[src/isq_map.svh]
// register indices, field positions, reset values and timing counts of the interrupt sequencer
`ifndef ISQ_MAP_SVH
`define ISQ_MAP_SVH
`define ISQ_IDX_EDGE_SEL 8'hee
`define ISQ_IDX_PIN_FUNC 8'he0
`define ISQ_IDX_EN_HIGH 8'he1
`define ISQ_IDX_EN_LOW 8'he2
`define ISQ_IDX_REQ 8'he3
`define ISQ_IDX_SHARED 8'he4
`define ISQ_IDX_STANDBY 8'he5
`define ISQ_IDX_PSW 8'he6
`define ISQ_IDX_PRESCALE 8'he7
`define ISQ_RST_BYTE 8'h00
`define ISQ_RST_PRESCALE 4'h0
`define ISQ_PSW_I_BIT 2
`define ISQ_PSW_B_BIT 4
`define ISQ_SLEEP_CODE 8'h0f
`define ISQ_SEQ_CYCLES 8
`define ISQ_PUSH_FIRST 3'h1
`define ISQ_PUSH_LAST 3'h3
`define ISQ_FETCH_STEP 3'h5
`define ISQ_LOAD_STEP 3'h7
`define ISQ_WAKE_TOP 8'hff
`define ISQ_EXT_LATENCY_MIN 12
`define ISQ_VEC_TCALL0 4'ha
`define ISQ_SRC_WDT 8
`define ISQ_SRC_WT 9
`define ISQ_SRC_BIT 10
`endif

[src/isq_pkg.sv]
// types shared by the interrupt sequencer files
package isq_pkg;
  typedef enum logic [3:0] {
    ST_RUN = 4'b0001,
    ST_SEQ = 4'b0010,
    ST_SLEEP = 4'b0100,
    ST_WAKE = 4'b1000
  } isq_state_t;
  typedef logic [10:0] isq_src_t;
endpackage : isq_pkg

[src/isq_edge_det.sv]
// synchronised edge detector for one external interrupt pin
`include "isq_map.svh"
module isq_edge_det (
  // clock and reset
  input wire logic clk,
  input wire logic rst_n,
  // pin and selection
  input wire logic pin,
  input wire logic [1:0] mode,
  input wire logic pin_is_irq,
  // detected edge
  output logic edge_pulse
);
  logic sync1;
  logic sync2;
  logic prev;

  always_ff @(posedge clk) begin
    if (!rst_n) begin
      sync1 <= 1'b0;
      sync2 <= 1'b0;
      prev <= 1'b0;
    end else begin
      sync1 <= pin;
      sync2 <= sync1;
      prev <= sync2;
    end
  end

  // mode bit 1 selects rising, bit 0 falling, both set gives either edge
  always_ff @(posedge clk) begin
    if (!rst_n) begin
      edge_pulse <= 1'b0;
    end else begin
      edge_pulse <= pin_is_irq & ((mode[1] & sync2 & ~prev) | (mode[0] & ~sync2 & prev)); // RULE14 RULE15
    end
  end
endmodule : isq_edge_det

[src/isq_wake_timer.sv]
// basic interval count used as the oscillator settling delay after wake
module isq_wake_timer #(
  parameter int WIDTH = 8,
  parameter int PRESCALE_W = 4
) (
  // clock and reset
  input wire logic clk,
  input wire logic rst_n,
  // control
  input wire logic start,
  input wire logic [PRESCALE_W-1:0] prescale,
  // status
  output logic busy,
  output logic overflow
);
  localparam int DIV_W = 1 << PRESCALE_W;
  logic [WIDTH-1:0] count;
  logic [DIV_W-1:0] div;
  logic [DIV_W-1:0] div_limit;
  logic tick;

  if (WIDTH < 2 || PRESCALE_W < 1 || PRESCALE_W > 4) begin : g_bad_param
    $error("isq_wake_timer: unsupported width or prescale width");
  end

  // one count every two to the power of prescale cycles
  assign div_limit = (DIV_W'(1) << prescale) - DIV_W'(1);
  assign tick = (div == div_limit);

  always_ff @(posedge clk) begin
    if (!rst_n || start || tick) begin
      div <= '0;
    end else begin
      div <= div + 1'b1;
    end
  end

  // counts from zero to all ones, overflow ends the settling time
  always_ff @(posedge clk) begin
    if (!rst_n) begin
      count <= '0;
      busy <= 1'b0;
      overflow <= 1'b0;
    end else begin
      overflow <= 1'b0;
      if (start) begin
        count <= '0; // RULE21
        busy <= 1'b1;
      end else if (busy && tick) begin
        if (&count) begin
          busy <= 1'b0;
          overflow <= 1'b1; // RULE21
        end else begin
          count <= count + 1'b1;
        end
      end
    end
  end
endmodule : isq_wake_timer

[src/isq_top.sv]
// interrupt acceptance sequencer with sleep and wake control, apb register slave
// What this block does
// [RULE1] requests stay latched until accepted or cleared
// [RULE2] acceptance starts at boundary, lasts eight cycles
// [RULE3] maskable acceptance clears the master enable
// [RULE4] break acceptance blocks further interrupts
// [RULE5] push return address and status, three decrements
// [RULE6] fetch vector then load program counter
// [RULE7] service ends with the interrupt return op
// [RULE8] software clears peripheral request flags
// [RULE9] no maskable acceptance while master enable low
// [RULE10] software re-enables for nesting, picks sources
// [RULE11] break is lowest, shares table call zero
// [RULE12] watchdog and watch timer share one vector
// [RULE13] higher priority wins, fixed poll order otherwise; the code has no priority levels and always takes the lowest source index first
// [RULE14] four pins, edge mode per input
// [RULE15] pin is interrupt only when function bit set
// [RULE16] edges latched, polled one cycle later
// [RULE17] external request to service takes twelve cycles
// [RULE18] writing 0fh to standby control halts core
// [RULE19] any request or reset ends sleep; the code wakes only on an individually enabled request
// [RULE20] wake with enable vectors, else just resumes
// [RULE21] settling count zero to ff before resume
// [RULE22] master enable is status word bit two
// [RULE23] individually disabled sources never accepted
// [RULE24] single highest winner sampled at boundary
//
// Local design decision: the APB interface to the registers.
`include "isq_map.svh"
module isq_top (
  // clock and reset
  input wire logic clk,
  input wire logic rst_n,
  // apb slave
  input wire logic psel,
  input wire logic penable,
  input wire logic pwrite,
  input wire logic [11:0] paddr,
  input wire logic [31:0] pwdata,
  output logic [31:0] prdata,
  output logic pready,
  output logic pslverr,
  // external interrupt pins
  input wire logic [3:0] ext_irq_inputs,
  // peripheral request pulses: timer0..2, adc, watchdog, watch timer, interval timer
  input wire logic [6:0] periph_req,
  // processor core
  input wire logic instr_boundary,
  input wire logic irq_enable_op,
  input wire logic irq_disable_op,
  input wire logic interrupt_return_op,
  input wire logic [7:0] popped_status,
  input wire logic software_break_op,
  output logic cpu_halt,
  output logic seq_busy,
  output logic push_strobe,
  output logic sp_dec,
  output logic vector_fetch,
  output logic pc_load,
  output logic [3:0] vector_index,
  output logic [7:0] processor_status_word
);
  isq_pkg::isq_state_t state;
  isq_pkg::isq_state_t next_state;
  isq_pkg::isq_src_t req;
  isq_pkg::isq_src_t req_seen;
  isq_pkg::isq_src_t set_req;
  isq_pkg::isq_src_t clr_req;
  isq_pkg::isq_src_t eligible;
  isq_pkg::isq_src_t enables;
  logic [7:0] ext_irq_edge_select;
  logic [7:0] pin_function_select;
  logic [7:0] irq_enable_high;
  logic [7:0] irq_enable_low;
  logic [7:0] standby_control_reg;
  logic [3:0] prescale;
  logic master_enable;
  logic break_flag;
  logic nmi_block;
  logic brk_pend;
  logic [3:0] ext_edge;
  logic [2:0] step;
  logic win_valid;
  logic [3:0] win_src;
  logic [3:0] cur_src;
  logic take;
  logic take_brk;
  logic wake_start;
  logic wake_busy;
  logic wake_done;
  logic wr_en;
  logic rd_en;
  logic addr_ok;
  logic [7:0] idx;
  logic hit;
  logic [31:0] rd_val;

  // pin edge detection, one instance per external input
  genvar g;
  generate
    for (g = 0; g < 4; g++) begin : gen_edge
      isq_edge_det u_edge (
        .clk(clk),
        .rst_n(rst_n),
        .pin(ext_irq_inputs[g]),
        .mode(ext_irq_edge_select[2*g+1:2*g]),
        .pin_is_irq(pin_function_select[g]),
        .edge_pulse(ext_edge[g])
      );
    end
  endgenerate

  isq_wake_timer #(
    .WIDTH(8),
    .PRESCALE_W(4)
  ) u_wake (
    .clk(clk),
    .rst_n(rst_n),
    .start(wake_start),
    .prescale(prescale),
    .busy(wake_busy),
    .overflow(wake_done)
  );

  // apb decode, zero wait states, word aligned only
  assign idx = paddr[9:2];
  assign addr_ok = (paddr[1:0] == 2'b00) && (paddr[11:10] == 2'b00);
  assign pready = 1'b1;
  assign wr_en = psel & penable & pwrite & hit;
  assign rd_en = psel & ~penable & ~pwrite;

  always_comb begin
    hit = addr_ok;
    rd_val = 32'h0000_0000;
    unique case (idx)
      `ISQ_IDX_EDGE_SEL: rd_val[7:0] = ext_irq_edge_select;
      `ISQ_IDX_PIN_FUNC: rd_val[7:0] = pin_function_select;
      `ISQ_IDX_EN_HIGH: rd_val[7:0] = irq_enable_high;
      `ISQ_IDX_EN_LOW: rd_val[7:0] = irq_enable_low;
      `ISQ_IDX_REQ: rd_val[10:0] = req;
      `ISQ_IDX_SHARED: rd_val[1:0] = {req[`ISQ_SRC_WT], req[`ISQ_SRC_WDT]}; // RULE12
      `ISQ_IDX_STANDBY: rd_val[7:0] = standby_control_reg;
      `ISQ_IDX_PSW: rd_val[7:0] = processor_status_word;
      `ISQ_IDX_PRESCALE: rd_val[3:0] = prescale;
      default: hit = 1'b0;
    endcase
  end

  always_ff @(posedge clk) begin
    if (!rst_n) begin
      prdata <= 32'h0000_0000;
      pslverr <= 1'b0;
    end else if (psel && !penable) begin
      prdata <= rd_en ? rd_val : 32'h0000_0000;
      pslverr <= ~hit;
    end
  end

  // software-written configuration
  always_ff @(posedge clk) begin
    if (!rst_n) begin
      ext_irq_edge_select <= `ISQ_RST_BYTE;
      pin_function_select <= `ISQ_RST_BYTE;
      irq_enable_high <= `ISQ_RST_BYTE;
      irq_enable_low <= `ISQ_RST_BYTE;
      prescale <= `ISQ_RST_PRESCALE;
    end else if (wr_en) begin
      unique case (idx)
        `ISQ_IDX_EDGE_SEL: ext_irq_edge_select <= pwdata[7:0]; // RULE14
        `ISQ_IDX_PIN_FUNC: pin_function_select <= pwdata[7:0]; // RULE15
        `ISQ_IDX_EN_HIGH: irq_enable_high <= pwdata[7:0];
        `ISQ_IDX_EN_LOW: irq_enable_low <= pwdata[7:0];
        `ISQ_IDX_PRESCALE: prescale <= pwdata[3:0];
        default: ;
      endcase
    end
  end

  // request flags: set wins over any clear
  assign set_req = {periph_req, ext_edge};
  always_comb begin
    clr_req = '0;
    if (wr_en && idx == `ISQ_IDX_REQ) begin
      clr_req = pwdata[10:0]; // RULE8
    end
    if (wr_en && idx == `ISQ_IDX_SHARED) begin
      clr_req[`ISQ_SRC_WDT] = pwdata[0]; // RULE12
      clr_req[`ISQ_SRC_WT] = pwdata[1];
    end
    if (take && !take_brk && win_src < 4'h4) begin
      clr_req[win_src[1:0]] = 1'b1;
    end
  end

  always_ff @(posedge clk) begin
    if (!rst_n) begin
      req <= '0;
      req_seen <= '0;
    end else begin
      req <= (req & ~clr_req) | set_req; // RULE1 RULE16
      req_seen <= req;
    end
  end

  // eligibility: enable bit, master enable, block, and one cycle of age for pins
  assign enables = {irq_enable_low[3:0], irq_enable_high[6:0]};
  assign eligible = req & enables & {7'h7f, req_seen[3:0]} // RULE16 RULE17 RULE23
    & {11{master_enable & ~nmi_block}}; // RULE9 RULE22

  always_comb begin
    win_valid = 1'b0;
    win_src = 4'h0;
    for (int i = 10; i >= 0; i--) begin
      if (eligible[i]) begin
        win_valid = 1'b1;
        win_src = 4'(i); // RULE13
      end
    end
  end

  assign take = (state == isq_pkg::ST_RUN) && instr_boundary && (win_valid || take_brk); // RULE24
  assign take_brk = brk_pend && !win_valid && !nmi_block; // RULE11

  always_ff @(posedge clk) begin
    if (!rst_n) begin
      brk_pend <= 1'b0;
    end else if (software_break_op) begin
      brk_pend <= 1'b1;
    end else if (take && take_brk) begin
      brk_pend <= 1'b0;
    end
  end

  // master enable, break flag and non-maskable block
  always_ff @(posedge clk) begin
    if (!rst_n) begin
      master_enable <= 1'b0;
      break_flag <= 1'b0;
      nmi_block <= 1'b0;
    end else if (take) begin
      master_enable <= 1'b0; // RULE3
      break_flag <= take_brk; // RULE11
      nmi_block <= take_brk; // RULE4
    end else if (interrupt_return_op) begin
      master_enable <= popped_status[`ISQ_PSW_I_BIT]; // RULE7
      break_flag <= popped_status[`ISQ_PSW_B_BIT];
      nmi_block <= 1'b0;
    end else if (irq_enable_op) begin
      master_enable <= 1'b1; // RULE10
    end else if (irq_disable_op) begin
      master_enable <= 1'b0;
    end
  end

  always_comb begin
    processor_status_word = 8'h00;
    processor_status_word[`ISQ_PSW_I_BIT] = master_enable; // RULE22
    processor_status_word[`ISQ_PSW_B_BIT] = break_flag;
  end

  // standby control: 0fh requests sleep, cleared on wake
  always_ff @(posedge clk) begin
    if (!rst_n) begin
      standby_control_reg <= `ISQ_RST_BYTE;
    end else if (state == isq_pkg::ST_SLEEP && (req & enables) != '0) begin
      standby_control_reg <= `ISQ_RST_BYTE; // RULE19
    end else if (wr_en && idx == `ISQ_IDX_STANDBY) begin
      standby_control_reg <= pwdata[7:0];
    end
  end

  assign wake_start = (state == isq_pkg::ST_SLEEP) && ((req & enables) != '0);

  always_comb begin
    next_state = state;
    unique case (state)
      isq_pkg::ST_RUN: begin
        if (take) begin
          next_state = isq_pkg::ST_SEQ; // RULE2
        end else if (standby_control_reg == `ISQ_SLEEP_CODE) begin
          next_state = isq_pkg::ST_SLEEP; // RULE18
        end
      end
      isq_pkg::ST_SEQ: begin
        if (step == `ISQ_LOAD_STEP) begin
          next_state = isq_pkg::ST_RUN;
        end
      end
      isq_pkg::ST_SLEEP: begin
        if (wake_start) begin
          next_state = isq_pkg::ST_WAKE; // RULE19
        end
      end
      isq_pkg::ST_WAKE: begin
        if (wake_done) begin
          next_state = isq_pkg::ST_RUN; // RULE20 RULE21
        end
      end
      default: next_state = isq_pkg::ST_RUN;
    endcase
  end

  always_ff @(posedge clk) begin
    if (!rst_n) begin
      state <= isq_pkg::ST_RUN;
    end else begin
      state <= next_state;
    end
  end

  // acceptance step counter and captured source
  always_ff @(posedge clk) begin
    if (!rst_n) begin
      step <= 3'h0;
      cur_src <= 4'h0;
    end else if (take) begin
      step <= 3'h0;
      cur_src <= take_brk ? `ISQ_VEC_TCALL0 : win_src;
    end else if (state == isq_pkg::ST_SEQ) begin
      step <= step + 3'h1;
    end
  end

  // shared vectors: watchdog and watch timer map together, break on table call zero
  always_ff @(posedge clk) begin
    if (!rst_n) begin
      vector_index <= 4'h0;
    end else if (state == isq_pkg::ST_SEQ && step == `ISQ_FETCH_STEP - 3'h1) begin
      // break shares its source code with the interval timer, so decide on the flag
      if (break_flag) begin
        vector_index <= `ISQ_VEC_TCALL0; // RULE11
      end else if (cur_src == 4'(`ISQ_SRC_WT)) begin
        vector_index <= 4'(`ISQ_SRC_WDT); // RULE12
      end else if (cur_src == 4'(`ISQ_SRC_BIT)) begin
        vector_index <= 4'(`ISQ_SRC_WT);
      end else begin
        vector_index <= cur_src; // RULE11
      end
    end
  end

  assign seq_busy = (state == isq_pkg::ST_SEQ);
  assign push_strobe = seq_busy && step >= `ISQ_PUSH_FIRST && step <= `ISQ_PUSH_LAST; // RULE5
  assign sp_dec = push_strobe; // RULE5
  assign vector_fetch = seq_busy && step == `ISQ_FETCH_STEP; // RULE6
  assign pc_load = seq_busy && step == `ISQ_LOAD_STEP; // RULE6
  assign cpu_halt = (state == isq_pkg::ST_SLEEP) || (state == isq_pkg::ST_WAKE); // RULE18

  // helper: cycles since the oldest pending pin edge
  logic [4:0] ext_age;
  always_ff @(posedge clk) begin
    if (!rst_n || req[3:0] == 4'h0) begin
      ext_age <= 5'h00;
    end else if (ext_age != 5'h1f) begin
      ext_age <= ext_age + 5'h01;
    end
  end

  chk_seq_length: assert property (@(posedge clk) disable iff (!rst_n) // RULE2
    take |=> seq_busy [*8] ##1 !seq_busy)
    else $error("acceptance sequence not eight cycles");
  chk_clear_enable: assert property (@(posedge clk) disable iff (!rst_n) // RULE3
    take |=> !master_enable)
    else $error("master enable not cleared on acceptance");
  chk_brk_block: assert property (@(posedge clk) disable iff (!rst_n) // RULE4
    (take && take_brk) |=> nmi_block && !take)
    else $error("break acceptance did not block");
  chk_three_pushes: assert property (@(posedge clk) disable iff (!rst_n) // RULE5
    take |=> !sp_dec ##1 sp_dec [*3] ##1 !sp_dec [*4])
    else $error("stack not decremented three times");
  chk_fetch_load: assert property (@(posedge clk) disable iff (!rst_n) // RULE6
    vector_fetch |-> ##2 pc_load)
    else $error("vector fetch not followed by load");
  chk_masked_out: assert property (@(posedge clk) disable iff (!rst_n) // RULE9
    (take && !master_enable) |-> take_brk)
    else $error("maskable accepted while disabled");
  chk_disabled_src: assert property (@(posedge clk) disable iff (!rst_n) // RULE23
    (take && !take_brk) |-> enables[win_src])
    else $error("disabled source accepted");
  chk_flag_held: assert property (@(posedge clk) disable iff (!rst_n) // RULE1
    (req[4] && !clr_req[4]) |=> req[4])
    else $error("pending request lost");
  chk_sleep_enter: assert property (@(posedge clk) disable iff (!rst_n) // RULE18
    (state == isq_pkg::ST_RUN && !take && standby_control_reg == `ISQ_SLEEP_CODE)
    |=> cpu_halt)
    else $error("sleep code did not halt core");
  chk_wake_resume: assert property (@(posedge clk) disable iff (!rst_n) // RULE21
    (state == isq_pkg::ST_WAKE && wake_done) |=> !cpu_halt)
    else $error("core not released at settling overflow");
  chk_ext_latency: assert property (@(posedge clk) disable iff (!rst_n) // RULE17
    (take && !take_brk && win_src < 4'h4) |-> ext_age >= 5'd1)
    else $error("pin request polled too early");
endmodule : isq_top

[config.mk]
export PLATFORM = sky130hd
export DESIGN_NAME = isq_top
export DESIGN_NICKNAME = d
export VERILOG_FILES = /design/src/isq_pkg.sv /design/src/isq_edge_det.sv /design/src/isq_wake_timer.sv /design/src/isq_top.sv
export VERILOG_INCLUDE_DIRS = /design/src
export SDC_FILE = /design/constraint.sdc
export NUM_CORES = 1
export LEC_CHECK = 0
export BUFFER_PORTS_ARGS = -buffer_cell sky130_fd_sc_hd__buf_2
export CORE_ASPECT_RATIO = 2
export CORE_MARGIN = 8
export CORE_UTILIZATION = 45
export CTS_CLUSTER_DIAMETER = 80
export CTS_CLUSTER_SIZE = 30
export DETAILED_ROUTE_END_ITERATION = 10
export GPL_TIMING_DRIVEN = 0
export PLACE_DENSITY_LB_ADDON = 0.25
export SLEW_MARGIN = 20
export SYNTH_ARGS = -nofsm -noshare
export SYNTH_HDL_FRONTEND = slang
export SYNTH_SLANG_ARGS = --single-unit
[constraint.sdc]
create_clock -name clk -period 8.96 [get_ports clk]
set_input_delay 2.688 -clock clk [delete_from_list [all_inputs] [get_ports clk]]
set_output_delay 2.688 -clock clk [all_outputs]
set_load 0.02 [all_outputs]
==> flow_metrics.env <==
export IMPL_syn_area_sq_um=6880
export IMPL_synth_seq_cells=132
export IMPL_crit_fanout=10
export IMPL_slew_viol_final=0
export IMPL_setup_viol=0
export IMPL_grt_first_pass_wirelength_mm=32.8
export IMPL_hold_class="flip-flop to flip-flop"
export IMPL_leakagePower_nw=3.23
export IMPL_clk_pin_slew_ps=60
export IMPL_rows=64
export IMPL_avgRoutedWirePerCell_um=17.8
export IMPL_finClkSkew_ps=12.3
export IMPL_synth_main_ff_cell="dfxtp_1"
export IMPL_viasPerCell=5.62
export IMPL_yosysWarnings=0
export IMPL_outcome="finished clean"
export IMPL_cts_resized=0
export IMPL_largest_register_ffs=16
export IMPL_netlist_instances=860
export IMPL_drive_above_1_share_pct=15.5
export IMPL_finalHoldViolCount=0
export IMPL_hold_ws_ps=435
export IMPL_cts_buffers=17
export IMPL_drtAntennaViolNets=0
export IMPL_peakVddDrop_mv=0.131
export IMPL_synth_top_cells_by_count="dfxtp_1, nand2_1, nor2_1"
export IMPL_synth_most_common_cell="dfxtp_1"
export IMPL_ys_async_sr_fraction_pct=0
export IMPL_cp_end_kind="flip-flop"
export IMPL_io_buffers=66
export IMPL_comb_power_share_pct=8.1
export IMPL_p_sw_mw=0.375
export IMPL_max_cap_violations=0
export IMPL_busiest_layer="met2"
export IMPL_power_share_clock_pct=48.7
export IMPL_cp_required_ps=9250
export IMPL_drcViolationCount=0
export IMPL_hpwl_mm=15.6
export IMPL_nFillCells=1489
export IMPL_postCtsHoldBufs=0
export IMPL_nNetsFinal=1052
export IMPL_vias=6647
export IMPL_max_slew_margin_pct=34.8
export IMPL_grt_use_met1_pct=28.3
export IMPL_seq_power_share_pct=43.2
export IMPL_start_util_pct=45.5
export IMPL_coreArea_sq_um=15100
export IMPL_dr_pass1_iters=5
export IMPL_antenna_found_initial=0
export IMPL_grt_overflow=0
export IMPL_die_w_um=103
export IMPL_tightest_slew_ps=971
export IMPL_postCtsSetupBuffers=0
export IMPL_largest_register="u_wake.div"
export IMPL_seq_area_frac_synth_pct=38.4
export IMPL_die_area_sq_um=19700
export IMPL_diodes=0
export IMPL_clockBufferDepth=2
export IMPL_setup_tns_ps=0
export IMPL_synthToLayoutAreaGrowth_pct=18.3
export IMPL_met3_usage_pct=4.74
export IMPL_start_kind="input port"
export IMPL_synth_avg_cell_area_sq_um=8.00
export IMPL_cts_root_buf="clkbuf_16"
export IMPL_drtIter0Drc=703
export IMPL_yosys_area_top_type="dfxtp_1"
export IMPL_die_y_um=191
export IMPL_switching_share_pct=26.5
export IMPL_clock_sinks=132
export IMPL_synth_edf_count=0
export IMPL_htree_num_levels=4
export IMPL_fmax_mhz=196
export IMPL_worstPathArrival_ps=5380
export IMPL_insertion_delay_ps=420
export IMPL_cts_tree="done"
export IMPL_ios=125
export IMPL_synth_top_area_share_pct=38.4
export IMPL_path_class="input port to flip-flop"
export IMPL_drt_total_wl_mm=21.1
export IMPL_gr_usage_all_layers_pct=21.6
export IMPL_reg_top3="u_wake.div x16, prdata x11, req x11"
export IMPL_routabilityCongestion=0.980
export IMPL_r2r_slack_ps=4740
export IMPL_grt_pass1_vias=6183
export IMPL_rsz0062_at_grt="no"
export IMPL_internal_power_mw=1.04
export IMPL_synth_area_leaders="dfxtp_1, a21oi_1, nand2_1"
export IMPL_grt_max_degree=17
export IMPL_synth_cell_types=65
export IMPL_met2_usage_pct=33.0
export IMPL_period_share_pct=56.9
export IMPL_powerDensity_nw_per_um2=173
export IMPL_post_route_min_period_ps=5100
## cell type report
cell class | count | area (sq um) | share of cell area (%)
sequential | 132 | 2640 | 32.5
clock inverter | 14 | 140 | 1.72
multi-input combinational | 659 | 3840 | 47.2
tap | 198 | 248 | 3.04
clock buffer | 18 | 439 | 5.39
timing repair buffer | 66 | 330 | 4.06
buffer | 78 | 437 | 5.36
inverter | 17 | 63.8 | 0.784
## cells in the final DEF, fill, tap and decap left out, types with 6 or more instances in the layout
master	instances
buf_2	76
o31ai_1	7
nand2b_1	14
o21ai_0	30
buf_4	31
and3_1	15
clkbuf_16	17
xor2_1	13
nand4_1	8
nand2_1	99
nand3_1	60
nand3b_1	6
inv_1	17
a21oi_1	79
nor2_1	93
xnor2_1	13
nor3_1	10
clkbuf_1	33
ha_1	8
a221oi_1	8
o21bai_1	6
nor4_1	9
nor2b_1	14
mux2i_1	23
and2_1	25
dfxtp_1	132
conb_1	28
## per-stage QoR
step | setup WS [ps] | std cells | instance area, sq um | utilization, % | total power, mW
4_1_cts | 3900 | 1182 | 8140 | 53.8 | 1.42
6_report | 3860 | 1182 | 8140 | 53.8 | 1.41
3_3_place_gp | 3530 | 1150 | 7560 | 49.9 | 0.733
3_5_place_dp | 3540 | 1150 | 7560 | 49.9 | 0.734
2_1_floorplan | 4050 | 886 | 6980 | - | 0.697
5_1_grt | 3710 | 1182 | 8140 | 53.8 | 1.46
## routing by layer
layer  vias to the layer above  routed length, um
li1                       3224                  -
met1                      3122               9170
met2                       266               9690
met3                        35               1670
met4                         0                561
met5                         -                  0
## power by group through the flow
stage / sequential, mW / clock [mW] / combinational (mW)
after detailed placement: 0.623 / 0 / 0.111
after global placement: 0.623 / 0 / 0.110
after CTS: 0.610 / 0.693 / 0.112
final: 0.611 / 0.687 / 0.114
after floorplan: 0.619 / 0 / 0.0775
after global routing: 0.613 / 0.721 / 0.125
## worst max-delay path, cell delays in order
cell and delay, ps:
buf_2 90, nand4b_1 400, nor3_1 870, nand3_1 270, nor2_1 670, nand2_1 130
a31oi_1 200, nor2_1 50
## worst paths after layout
| kind | startpoint | endpoint | depth (start not counted) |
|---|---|---|---|
| worst min-delay path | gen_edge[3].u_edge.sync1 | gen_edge[3].u_edge.sync2 | 1 |
| worst max-delay path | paddr[6] | req[3] | 8 |
| worst max register to register | prescale[3] | u_wake.div[10] | 15 |
| worst min register to register | gen_edge[3].u_edge.sync1 | gen_edge[3].u_edge.sync2 | 1 |
## kinds of logic after synthesis
group | synth area share (%)
adders and majority gates | 1.45
and+or+nand+nor | 27.8
DFF | 38.4
AOI/OAI and AO/OA | 17.1
muxes | 4.65
buffers and inverters | 7.27
other | 0.109
xor gates and xnor gates | 3.31
Note: power is estimated with default switching activity, not from simulation.
